--- src/rtl/bkc_pkg.sv ---
package bkc_pkg;
  // register offsets, chosen for the serial register pointer
  localparam logic [7:0] OFS_CTRL_BASE = 8'h00;
  localparam logic [7:0] OFS_REF_BASE = 8'h04;
  localparam logic [7:0] OFS_STATUS = 8'h0C;
  localparam logic [7:0] OFS_PG_STATUS = 8'h0D;
  // control register fields
  localparam int CTRL_FAST_EDGE = 0;
  localparam int CTRL_KEEP_STBY = 1;
  localparam int CTRL_FREQ_LOW = 2;
  localparam int CTRL_PHASE2 = 3;
  localparam int CTRL_LOW_V_GATE = 4;
  localparam int CTRL_MODE_LSB = 5;
  localparam int CTRL_ENABLE = 7;
  // reference register fields
  localparam int REF_CODE_MSB = 4;
  localparam int REF_FLAG = 5;
  // reset values
  localparam logic [7:0] CTRL_RESET = 8'h00;
  localparam logic [5:0] REF_RESET = 6'h19;
  // operating mode codes
  localparam logic [1:0] MODE_PULSE_SKIP = 2'h0;
  localparam logic [1:0] MODE_BURST = 2'h1;
  localparam logic [1:0] MODE_FORCED_CCM = 2'h2;
  // reference scale in microvolts
  localparam int UV_W = 20;
  localparam logic [UV_W-1:0] REF_BASE_UV = 20'h64B54;
  localparam logic [UV_W-1:0] REF_STEP_UV = 20'h030D4;
  // timing: rates as printed, per-cycle steps derived from the clock
  localparam int CLK_PERIOD_NS = 40;
  localparam int SLEW_UV_PER_US = 3500;
  localparam int SS_UV_PER_MS = 800000;
  localparam int SLEW_STEP_INT = SLEW_UV_PER_US * CLK_PERIOD_NS / 1000;
  localparam int SS_STEP_INT = SS_UV_PER_MS * CLK_PERIOD_NS / 1000000;
  localparam logic [UV_W-1:0] SLEW_STEP_UV = SLEW_STEP_INT[UV_W-1:0];
  localparam logic [UV_W-1:0] SS_STEP_UV = (SS_STEP_INT < 1) ? 20'h00001 : SS_STEP_INT[UV_W-1:0];
  // synchronised pin vector layout
  localparam int PIN_SCL = 0;
  localparam int PIN_SDA = 1;
  localparam int PIN_VSEL = 2;
  localparam int PIN_EN = 3;
  localparam int PIN_LOWV = 7;
  localparam int PIN_PG = 11;
  localparam int PIN_W = 15;
  // serial slave states
  typedef enum logic [6:0] {
    BKC_IDLE = 7'b0000001,
    BKC_ADDR = 7'b0000010,
    BKC_ACK_A = 7'b0000100,
    BKC_WR = 7'b0001000,
    BKC_ACK_W = 7'b0010000,
    BKC_RD = 7'b0100000,
    BKC_ACK_R = 7'b1000000
  } bkc_i2c_st_t;
endpackage

--- src/rtl/bkc_top.sv ---
`timescale 1ns/1ps
// How it works
// RL1: enabled regulator ramps reference up at 0.8V/ms
// RL2: soft-start forces pulse-skipping mode
// RL3: bit0 picks normal or fast switch edge
// RL4: bit1 keeps regulator on in standby
// RL5: bit2 frequency select, inverted on regulator1 variant
// RL6: bit3 picks clock phase one or two
// RL7: bit4 gates enable to output below 300mV
// RL8: bits6:5 pick skip, burst or forced mode
// RL9: bit7 enables, else enable pin decides
// RL10: 5-bit code maps 412.5mV to 800mV linearly
// RL11: code change slews reference at 3.5mV/us
// RL12: two codes per regulator, A-register bit5 selects
// RL13: standby-voltage pin ORs into select on all
// RL14: host sets A equal B for no change
// RL15: B-register bit5 masks power-good during slew
// RL16: slew only pulls pin, status left alone
// RL17: reference codes reset to code 25
// RL18: entering standby clears enable bits, ignores pins
// RL19: mode code 11 runs pulse-skipping
// RL20: slew retargets to latest code at once
module bkc_top #(
  parameter logic [6:0] DEV_ADDR = 7'h3C, // arbitrary default
  parameter logic DDR_VARIANT = 1'b0
) (
  // clock and reset
  input wire logic ref_clk,
  input wire logic rstn,
  // serial register port, open drain data
  input wire logic scl_i,
  input wire logic sda_i,
  output logic sda_o,
  output logic sda_oen,
  // device pins
  input wire logic reg1_enable_pin,
  input wire logic reg2_enable_pin,
  input wire logic reg3_enable_pin,
  input wire logic reg4_enable_pin,
  input wire logic standby_voltage_select_pin,
  // analog feedback
  input wire logic [3:0] out_below_300mv,
  input wire logic [3:0] pg_comparator_ok,
  // operating state from the sequencer
  input wire logic standby_state,
  // converter controls
  output logic [3:0] reg_on,
  output logic [3:0] fast_edge,
  output logic [3:0] sw_freq_low,
  output logic [3:0] phase2_sel,
  output logic [3:0][1:0] op_mode,
  output logic [3:0] soft_start_active,
  output logic [3:0][bkc_pkg::UV_W-1:0] ref_uv,
  // power-good pin, open drain
  output logic power_good_o,
  output logic power_good_oen
);

  logic [bkc_pkg::PIN_W-1:0] pin_raw;
  logic [bkc_pkg::PIN_W-1:0] sync1_r;
  logic [bkc_pkg::PIN_W-1:0] sync2_r;
  logic [bkc_pkg::PIN_W-1:0] sync3_r;
  logic [bkc_pkg::PIN_W-1:0] pin_f_r;
  logic scl_prev_r;
  logic sda_prev_r;
  logic [7:0] ctrl_r [4];
  logic [5:0] refa_r [4];
  logic [5:0] refb_r [4];
  logic [3:0] slewing;
  logic [3:0] ss_done_r;
  logic standby_prev_r;
  logic standby_entry;
  bkc_pkg::bkc_i2c_st_t st_r;
  logic [7:0] sh_r;
  logic [7:0] tx_r;
  logic [7:0] ptr_r;
  logic [2:0] cnt_r;
  logic done_r;
  logic first_r;
  logic rw_r;
  logic wr_stb_r;
  logic [7:0] wr_addr_r;
  logic [7:0] wr_data_r;
  logic scl_rise;
  logic scl_fall;
  logic start_c;
  logic stop_c;
  logic sda_f;
  logic pg_pull_r;
  logic [7:0] rd_data;
  // serial lines idle high, so their sync stages start high to avoid a false edge
  localparam logic [bkc_pkg::PIN_W-1:0] PIN_IDLE = bkc_pkg::PIN_W'((1 << bkc_pkg::PIN_SCL) | (1 << bkc_pkg::PIN_SDA));

  assign pin_raw = {pg_comparator_ok, out_below_300mv, reg4_enable_pin, reg3_enable_pin,
                    reg2_enable_pin, reg1_enable_pin, standby_voltage_select_pin, sda_i, scl_i};

  // three-stage sync; the filter only looks at stages two and three
  always_ff @(posedge ref_clk or negedge rstn) begin
    if (!rstn) begin
      sync1_r <= PIN_IDLE;
      sync2_r <= PIN_IDLE;
      sync3_r <= PIN_IDLE;
    end else begin
      sync1_r <= pin_raw;
      sync2_r <= sync1_r;
      sync3_r <= sync2_r;
    end
  end

  // per-bit change accepted once two stages agree
  generate
    for (genvar p = 0; p < bkc_pkg::PIN_W; p++) begin : g_filt
      always_ff @(posedge ref_clk or negedge rstn) begin
        if (!rstn) begin
          pin_f_r[p] <= (p == bkc_pkg::PIN_SCL || p == bkc_pkg::PIN_SDA) ? 1'b1 : 1'b0;
        end else if (sync2_r[p] == sync3_r[p]) begin
          pin_f_r[p] <= sync3_r[p];
        end
      end
    end
  endgenerate

  // edge history of the serial lines
  always_ff @(posedge ref_clk or negedge rstn) begin
    if (!rstn) begin
      scl_prev_r <= 1'b1;
      sda_prev_r <= 1'b1;
    end else begin
      scl_prev_r <= pin_f_r[bkc_pkg::PIN_SCL];
      sda_prev_r <= pin_f_r[bkc_pkg::PIN_SDA];
    end
  end

  assign sda_f = pin_f_r[bkc_pkg::PIN_SDA];
  assign scl_rise = pin_f_r[bkc_pkg::PIN_SCL] && !scl_prev_r;
  assign scl_fall = !pin_f_r[bkc_pkg::PIN_SCL] && scl_prev_r;
  assign start_c = scl_prev_r && pin_f_r[bkc_pkg::PIN_SCL] && sda_prev_r && !sda_f;
  assign stop_c = scl_prev_r && pin_f_r[bkc_pkg::PIN_SCL] && !sda_prev_r && sda_f;

  // register read mux, unmapped offsets read as zero
  function automatic logic [7:0] rd_mux(input logic [7:0] a);
    logic [7:0] d;
    d = 8'h00;
    for (int i = 0; i < 4; i++) begin
      if (a == bkc_pkg::OFS_CTRL_BASE + 8'(i)) d = ctrl_r[i];
      if (a == bkc_pkg::OFS_REF_BASE + 8'(2 * i)) d = {2'b00, refa_r[i]};
      if (a == bkc_pkg::OFS_REF_BASE + 8'(2 * i + 1)) d = {2'b00, refb_r[i]};
    end
    if (a == bkc_pkg::OFS_STATUS) d = {soft_start_active, slewing};
    if (a == bkc_pkg::OFS_PG_STATUS) d = {4'h0, pin_f_r[bkc_pkg::PIN_PG +: 4]};
    return d;
  endfunction

  assign rd_data = rd_mux(ptr_r);

  // serial slave: first written byte is the pointer, then auto-increment
  always_ff @(posedge ref_clk or negedge rstn) begin
    if (!rstn) begin
      st_r <= bkc_pkg::BKC_IDLE;
      sh_r <= 8'h00;
      tx_r <= 8'h00;
      ptr_r <= 8'h00;
      cnt_r <= 3'h0;
      done_r <= 1'b0;
      first_r <= 1'b0;
      rw_r <= 1'b0;
      sda_oen <= 1'b1;
      wr_stb_r <= 1'b0;
      wr_addr_r <= 8'h00;
      wr_data_r <= 8'h00;
    end else begin
      wr_stb_r <= 1'b0;
      if (start_c) begin
        st_r <= bkc_pkg::BKC_ADDR;
        cnt_r <= 3'h0;
        done_r <= 1'b0;
        first_r <= 1'b1;
        sda_oen <= 1'b1;
      end else if (stop_c) begin
        st_r <= bkc_pkg::BKC_IDLE;
        sda_oen <= 1'b1;
      end else begin
        unique case (st_r)
          bkc_pkg::BKC_IDLE: begin
            sda_oen <= 1'b1;
          end
          bkc_pkg::BKC_ADDR, bkc_pkg::BKC_WR: begin
            if (scl_rise) begin
              sh_r <= {sh_r[6:0], sda_f};
              cnt_r <= cnt_r + 3'h1;
              done_r <= (cnt_r == 3'h7);
            end else if (scl_fall && done_r) begin
              done_r <= 1'b0;
              if (st_r == bkc_pkg::BKC_ADDR) begin
                // foreign address: stay off the bus until the next start
                if (sh_r[7:1] == DEV_ADDR) begin
                  st_r <= bkc_pkg::BKC_ACK_A;
                  rw_r <= sh_r[0];
                  sda_oen <= 1'b0;
                end else begin
                  st_r <= bkc_pkg::BKC_IDLE;
                end
              end else begin
                st_r <= bkc_pkg::BKC_ACK_W;
                sda_oen <= 1'b0;
                first_r <= 1'b0;
                if (first_r) begin
                  ptr_r <= sh_r;
                end else begin
                  wr_stb_r <= 1'b1;
                  wr_addr_r <= ptr_r;
                  wr_data_r <= sh_r;
                  ptr_r <= ptr_r + 8'h01;
                end
              end
            end
          end
          bkc_pkg::BKC_ACK_A: begin
            if (scl_fall) begin
              cnt_r <= 3'h0;
              if (rw_r) begin
                st_r <= bkc_pkg::BKC_RD;
                tx_r <= rd_data;
                sda_oen <= rd_data[7];
                ptr_r <= ptr_r + 8'h01;
              end else begin
                st_r <= bkc_pkg::BKC_WR;
                sda_oen <= 1'b1;
              end
            end
          end
          bkc_pkg::BKC_ACK_W: begin
            if (scl_fall) begin
              st_r <= bkc_pkg::BKC_WR;
              sda_oen <= 1'b1;
              cnt_r <= 3'h0;
            end
          end
          bkc_pkg::BKC_RD: begin
            if (scl_rise) begin
              tx_r <= {tx_r[6:0], 1'b0};
              cnt_r <= cnt_r + 3'h1;
              done_r <= (cnt_r == 3'h7);
            end else if (scl_fall) begin
              if (done_r) begin
                done_r <= 1'b0;
                st_r <= bkc_pkg::BKC_ACK_R;
                sda_oen <= 1'b1;
              end else begin
                sda_oen <= tx_r[7];
              end
            end
          end
          bkc_pkg::BKC_ACK_R: begin
            // a nack from the master ends the read
            if (scl_rise && sda_f) begin
              st_r <= bkc_pkg::BKC_IDLE;
            end else if (scl_fall) begin
              st_r <= bkc_pkg::BKC_RD;
              cnt_r <= 3'h0;
              tx_r <= rd_data;
              sda_oen <= rd_data[7];
              ptr_r <= ptr_r + 8'h01;
            end
          end
          default: begin
            st_r <= bkc_pkg::BKC_IDLE;
            sda_oen <= 1'b1;
          end
        endcase
      end
    end
  end

  assign sda_o = 1'b0;

  // standby entry detect, sequencer is on this clock
  always_ff @(posedge ref_clk or negedge rstn) begin
    if (!rstn) begin
      standby_prev_r <= 1'b0;
    end else begin
      standby_prev_r <= standby_state;
    end
  end

  assign standby_entry = standby_state && !standby_prev_r;

  generate
    for (genvar i = 0; i < 4; i++) begin : g_reg
      logic [bkc_pkg::UV_W-1:0] dac_r;
      logic [bkc_pkg::UV_W-1:0] ss_r;
      logic [bkc_pkg::UV_W-1:0] target;
      logic [4:0] code_sel;
      logic on_r;
      logic on_req;
      logic [1:0] mode_sel;

      // register writes; standby entry clears the enable bit
      always_ff @(posedge ref_clk or negedge rstn) begin
        if (!rstn) begin
          ctrl_r[i] <= bkc_pkg::CTRL_RESET;
          refa_r[i] <= bkc_pkg::REF_RESET; // RL17
          refb_r[i] <= bkc_pkg::REF_RESET; // RL17
        end else begin
          if (wr_stb_r && wr_addr_r == bkc_pkg::OFS_CTRL_BASE + 8'(i)) ctrl_r[i] <= wr_data_r;
          if (wr_stb_r && wr_addr_r == bkc_pkg::OFS_REF_BASE + 8'(2 * i)) refa_r[i] <= wr_data_r[5:0];
          if (wr_stb_r && wr_addr_r == bkc_pkg::OFS_REF_BASE + 8'(2 * i + 1)) refb_r[i] <= wr_data_r[5:0];
          if (standby_entry) ctrl_r[i][bkc_pkg::CTRL_ENABLE] <= 1'b0; // RL18
        end
      end

      // pin ORed with the select bit, so a set bit leaves the pin inert
      assign code_sel = (refa_r[i][bkc_pkg::REF_FLAG] || pin_f_r[bkc_pkg::PIN_VSEL]) ? // RL12 RL13
                        refb_r[i][bkc_pkg::REF_CODE_MSB:0] : refa_r[i][bkc_pkg::REF_CODE_MSB:0];
      assign target = bkc_pkg::REF_BASE_UV + bkc_pkg::UV_W'(code_sel) * bkc_pkg::REF_STEP_UV; // RL10

      // in standby only keep-alive holds it; pins are ignored there
      assign on_req = standby_state ? ctrl_r[i][bkc_pkg::CTRL_KEEP_STBY] : // RL4 RL18
                      (ctrl_r[i][bkc_pkg::CTRL_ENABLE] || pin_f_r[bkc_pkg::PIN_EN + i]); // RL9

      // turn-on may wait for a discharged output; once on it stays on until the request drops
      always_ff @(posedge ref_clk or negedge rstn) begin
        if (!rstn) begin
          on_r <= 1'b0;
        end else if (!on_req) begin
          on_r <= 1'b0;
        end else if (!on_r) begin
          on_r <= !ctrl_r[i][bkc_pkg::CTRL_LOW_V_GATE] || pin_f_r[bkc_pkg::PIN_LOWV + i]; // RL7
        end
      end

      // dac moves a fixed step per cycle toward whatever is selected now
      always_ff @(posedge ref_clk or negedge rstn) begin
        if (!rstn) begin
          dac_r <= bkc_pkg::REF_BASE_UV + 20'(bkc_pkg::REF_RESET[4:0]) * bkc_pkg::REF_STEP_UV;
        end else if (dac_r < target) begin
          dac_r <= (target - dac_r > bkc_pkg::SLEW_STEP_UV) ? dac_r + bkc_pkg::SLEW_STEP_UV : target; // RL11 RL20
        end else if (dac_r > target) begin
          dac_r <= (dac_r - target > bkc_pkg::SLEW_STEP_UV) ? dac_r - bkc_pkg::SLEW_STEP_UV : target; // RL11 RL20
        end
      end

      assign slewing[i] = (dac_r != target);

      // soft-start ramp from ground; done once it meets the dac
      always_ff @(posedge ref_clk or negedge rstn) begin
        if (!rstn) begin
          ss_r <= '0;
          ss_done_r[i] <= 1'b0;
        end else if (!on_r) begin
          ss_r <= '0;
          ss_done_r[i] <= 1'b0;
        end else if (!ss_done_r[i]) begin
          if (dac_r - ss_r > bkc_pkg::SS_STEP_UV && ss_r < dac_r) begin
            ss_r <= ss_r + bkc_pkg::SS_STEP_UV; // RL1
          end else begin
            ss_r <= dac_r;
            ss_done_r[i] <= 1'b1;
          end
        end
      end

      // reserved mode code and soft-start both fall back to skipping
      assign mode_sel = (on_r && !ss_done_r[i]) ? bkc_pkg::MODE_PULSE_SKIP : // RL2
                        (ctrl_r[i][6:5] == 2'h3) ? bkc_pkg::MODE_PULSE_SKIP : ctrl_r[i][6:5]; // RL8 RL19

      // registered converter controls
      always_ff @(posedge ref_clk or negedge rstn) begin
        if (!rstn) begin
          reg_on[i] <= 1'b0;
          fast_edge[i] <= 1'b0;
          sw_freq_low[i] <= 1'b0;
          phase2_sel[i] <= 1'b0;
          op_mode[i] <= bkc_pkg::MODE_PULSE_SKIP;
          soft_start_active[i] <= 1'b0;
          ref_uv[i] <= '0;
        end else begin
          reg_on[i] <= on_r;
          fast_edge[i] <= ctrl_r[i][bkc_pkg::CTRL_FAST_EDGE]; // RL3
          sw_freq_low[i] <= ctrl_r[i][bkc_pkg::CTRL_FREQ_LOW] ^ ((i == 0) && DDR_VARIANT); // RL5
          phase2_sel[i] <= ctrl_r[i][bkc_pkg::CTRL_PHASE2]; // RL6
          op_mode[i] <= mode_sel;
          soft_start_active[i] <= on_r && !ss_done_r[i];
          ref_uv[i] <= !on_r ? '0 : (ss_done_r[i] ? dac_r : ss_r);
        end
      end
    end
  endgenerate

  // slew pulls the pin only; the status register keeps comparator state
  always_ff @(posedge ref_clk or negedge rstn) begin
    if (!rstn) begin
      pg_pull_r <= 1'b1;
    end else begin
      pg_pull_r <= (pin_f_r[bkc_pkg::PIN_PG +: 4] != 4'hF) ||
                   ((slewing & ~{refb_r[3][5], refb_r[2][5], refb_r[1][5], refb_r[0][5]}) != 4'h0); // RL15 RL16
    end
  end

  assign power_good_o = 1'b0;
  assign power_good_oen = !pg_pull_r;

endmodule

--- config.mk ---
export PLATFORM = sky130hd
export DESIGN_NAME = bkc_top
export DESIGN_NICKNAME = d
export VERILOG_FILES = /design/src/rtl/bkc_pkg.sv /design/src/rtl/bkc_top.sv
export SDC_FILE = /design/constraint.sdc
export NUM_CORES = 2
export LEC_CHECK = 0
export BUFFER_PORTS_ARGS = -buffer_cell sky130_fd_sc_hd__buf_2
export CAP_MARGIN = 15
export CORE_ASPECT_RATIO = 0.8
export CORE_MARGIN = 3
export CORE_UTILIZATION = 55
export CTS_CLUSTER_SIZE = 25
export DETAILED_ROUTE_END_ITERATION = 10
export GPL_ROUTABILITY_DRIVEN = 0
export PLACE_DENSITY = 0.72
export SLEW_MARGIN = 30
export SYNTH_ARGS = -nofsm -noshare
export SYNTH_HDL_FRONTEND = slang
export SYNTH_SLANG_ARGS = --single-unit
--- constraint.sdc ---
create_clock -name ref_clk -period 11.94 [get_ports ref_clk]
set_clock_uncertainty 0.1 [all_clocks]
set_input_delay 0 -clock ref_clk [delete_from_list [all_inputs] [get_ports ref_clk]]
set_output_delay 0 -clock ref_clk [all_outputs]
set_load 0.03 [all_outputs]
==> impl_metrics.env <==
export IMPL_status="completed"
export IMPL_synth_top_area_share_pct=24.3
export IMPL_h_tree_depth=2
export IMPL_crit_path_start_kind="flip-flop"
export IMPL_critical_path_most_common_cell="ha_1"
export IMPL_postCtsSetupRepairBufs=0
export IMPL_cts_resized=0
export IMPL_finalCriticalPeriod_ns=8.64
export IMPL_drive_gt1_share_pct=9.72
export IMPL_grt_pass1_vias=34372
export IMPL_crit_arrival_ns=9.11
export IMPL_cp_max_fo=27
export IMPL_drcViolationCount=0
export IMPL_max_freq_mhz=116
export IMPL_start_util_pct=55.8
export IMPL_yosysMostFrequentCell="dfrtp_1"
export IMPL_setup_viol=0
export IMPL_drtAntennaViolNets=0
export IMPL_synth_simple_area_share_pct=20.0
export IMPL_clk_pin_slew_ns=0.07
export IMPL_synth_compound_area_share_pct=22.3
export IMPL_cts_hold_buffers=34
export IMPL_place_inst=5953
export IMPL_post_drt_via_cell_ratio=6.22
export IMPL_area_delta_synth_final_pct=8.24
export IMPL_drv_cap=0
export IMPL_clockRootBuffer="clkbuf_16"
export IMPL_io_pins=130
export IMPL_muxShareOfSynthArea_pct=8.08
export IMPL_cp_end_kind="flip-flop"
export IMPL_cp_slowest_cell="dfrtp_1"
export IMPL_synth_top_family_by_area="compound AO/OA/AOI/OAI gates"
export IMPL_netlist_area_um2=41400
export IMPL_dieArea_um2=78600
export IMPL_worstSkewPairLatency_ns=0.65
export IMPL_critical_path_required_ns=12.41
export IMPL_yosys_area_share_adder_pct=11.5
export IMPL_cts_path_max_buffers=3
export IMPL_ys_ff_latch=459
export IMPL_grt_max_degree=97
export IMPL_place_port_buffers=127
export IMPL_floorplan_die_height_um=251
export IMPL_slew_viol_final=0
export IMPL_first_pass_iters=6
export IMPL_postSynth_asyncResetShare_pct=100
export IMPL_seq_area_frac_synth_pct=27.9
export IMPL_antenna_found_initial=3
export IMPL_finalSetupTns_ns=0
export IMPL_row_count=89
export IMPL_routed_wirelength_um=115000
export IMPL_avgSynthCellArea_um2=8.21
export IMPL_crit_type="flip-flop to flip-flop"
export IMPL_slew_headroom_pct=31.6
export IMPL_place_hpwl_um=85100
export IMPL_hp_class="input port to flip-flop"
export IMPL_wl_per_cell_um=18.9
export IMPL_worst_slew_pin_slew_ns=1.03
export IMPL_yosys_top_cells_count="dfrtp_1, nand2_1, nor2_1, a21oi_1, ha_1"
export IMPL_p_leak_nw=20.8
export IMPL_multi_input_area_um2=27600
export IMPL_yosys_area_top_type="dfrtp_1"
export IMPL_track_usage_pct=28.2
export IMPL_final_fill_count=6632
export IMPL_vdd_drop_max_mv=0.108
export IMPL_instances_no_fill=6082
export IMPL_hold_viol=0
export IMPL_rsz0062_at_grt="no"
export IMPL_ys_warn_count=0
export IMPL_grt_pass1_wl_um=185000
export IMPL_syn_inst=5043
export IMPL_rrSetupSlack_ns=3.30
export IMPL_synth_distinct_cells=101
export IMPL_synth_edf_count=0
export IMPL_max_stage_delay_ns=0.57
export IMPL_finalCritPeriodShare_pct=72.4
export IMPL_grt_overflow_total=0
export IMPL_power_density_nw_per_um2=77.6
export IMPL_coreArea_um2=74200
export IMPL_regArea_um2=11600
export IMPL_cts_sinks=459
export IMPL_nets=5417
export IMPL_ys_flop_type="dfrtp_1"
export IMPL_timing_hold_ws_ns=0.109
export IMPL_cts_buffers=50
export IMPL_drt_iter0_markers=4404
export IMPL_cts_tree="built"
export IMPL_vias=37850
export IMPL_synth_xor_area_share_pct=4.67
export IMPL_fp_dieW_um=313
export IMPL_netlist_top_cells_area="dfrtp_1, ha_1, mux2i_1"
worst max-delay path: cells and delay by family (launching register included):
kind	cells	cell delay (ns)
fa+ha+maj	5	1.41
mux	1	0.44
compound gates	7	1.68
xor+xnor	2	0.57
flops	1	0.57
buf+inv	3	0.67
simple gates	10	3.10
power breakdown:
group / switching, W / internal, W / total [W]
clock network: 0.000712 / 0.000983 / 0.00169
logic: 0.000116 / 0.0000603 / 0.000177
registers: 0.0000243 / 0.00158 / 0.00161
per-stage QoR:
step | utilization, % | cell area, um^2 | power (W) | setup slack (ns)
after global routing | 60.4 | 44800 | 0.00359 | 2.68
after CTS | 60.4 | 44800 | 0.00351 | 3.43
final | 60.4 | 44800 | 0.00348 | 3.30
after global placement | 57.4 | 42600 | 0.00180 | 3.61
after detailed placement | 57.5 | 42700 | 0.00180 | 3.50
after floorplan | - | 41400 | 0.00173 | 4.63
area by class of cell:
class,instances,area share (%)
clock inverters,28,0.935
flip-flops and latches,459,25.8
multi-input cells,3989,61.6
clock buffers,66,3.02
repair buffers,198,2.96
inverters,340,2.85
diodes,1,0.00558
well taps,1001,2.79
cell usage in the layout (no fill, tap or decap), types with 45 or more instances in the layout:
cell type,instances
a21boi_0,49
mux2i_1,202
o21a_1,54
nor4_1,45
o21ai_0,333
ha_1,349
o22ai_1,74
nand2_1,388
mux2_2,116
a31oi_1,50
dfrtp_1,399
or3_1,54
o211ai_1,70
buf_2,126
clkbuf_16,50
a21o_1,76
and2_1,85
nand2b_1,58
inv_1,338
xnor2_1,155
nor2b_1,120
and3_1,54
nor3b_1,45
nand3_1,141
nor3_1,119
dfstp_2,57
nor2_1,382
a21oi_1,359
xor2_1,64
metal layers:
metal | share of wire [%] | vias up | track usage [%]
li1 | - | 18255 | -
met1 | 48 | 17941 | 43.3
met2 | 41 | 1470 | 40.9
met3 | 8.2 | 184 | 4.52
met4 | 2.4 | 0 | 7.43
met5 | 0 | - | 0
flip-flops by register name, indices dropped and copies added, names as in the netlist, 4 cells and up:
signal             flops
wr_addr_r              8
reg_on                 4
refb_r                24
g.dac_r               72
wr_data_r              8
op_mode                8
sw_freq_low            4
ptr_r                  8
soft_start_active      4
ss_done_r              4
g.on_r                 4
sh_r                   8
sync2_r               15
pin_f_r               14
sync3_r               15
refa_r                24
fast_edge              4
sync1_r               15
ctrl_r                32
ref_uv                76
tx_r                   8
st_r                   7
g.ss_r                76
phase2_sel             4
cell families after synthesis:
group                    count (synthesis)
AND/OR/NAND/NOR                       1647
AO/OA/AOI/OAI                         1425
buffers and inverters                  596
flip-flops                             459
adder cells (fa/ha/maj)                376
multiplexers                           319
XOR/XNOR                               220
other                                    1
worst paths after layout:
path	from	to	cells after the start
max in group asynchronous	rstn	ref_uv[12]$_DFF_PN0_	6
hold reg to reg	sync1_r[4]$_DFF_PN0_	sync2_r[4]$_DFF_PN0_	0
hold / removal	standby_state	standby_prev_r$_DFF_PN0_	2
setup reg to reg	pin_f_r[2]$_DFFE_PN0N_	g_reg[1].dac_r[3]$_DFFE_PN1P_	28
min in group asynchronous	rstn	g_reg[3].dac_r[3]$_DFFE_PN1P_	3
setup / recovery	pin_f_r[2]$_DFFE_PN0N_	g_reg[1].dac_r[3]$_DFFE_PN1P_	28
Note: power is estimated with default switching activity, not from simulation.
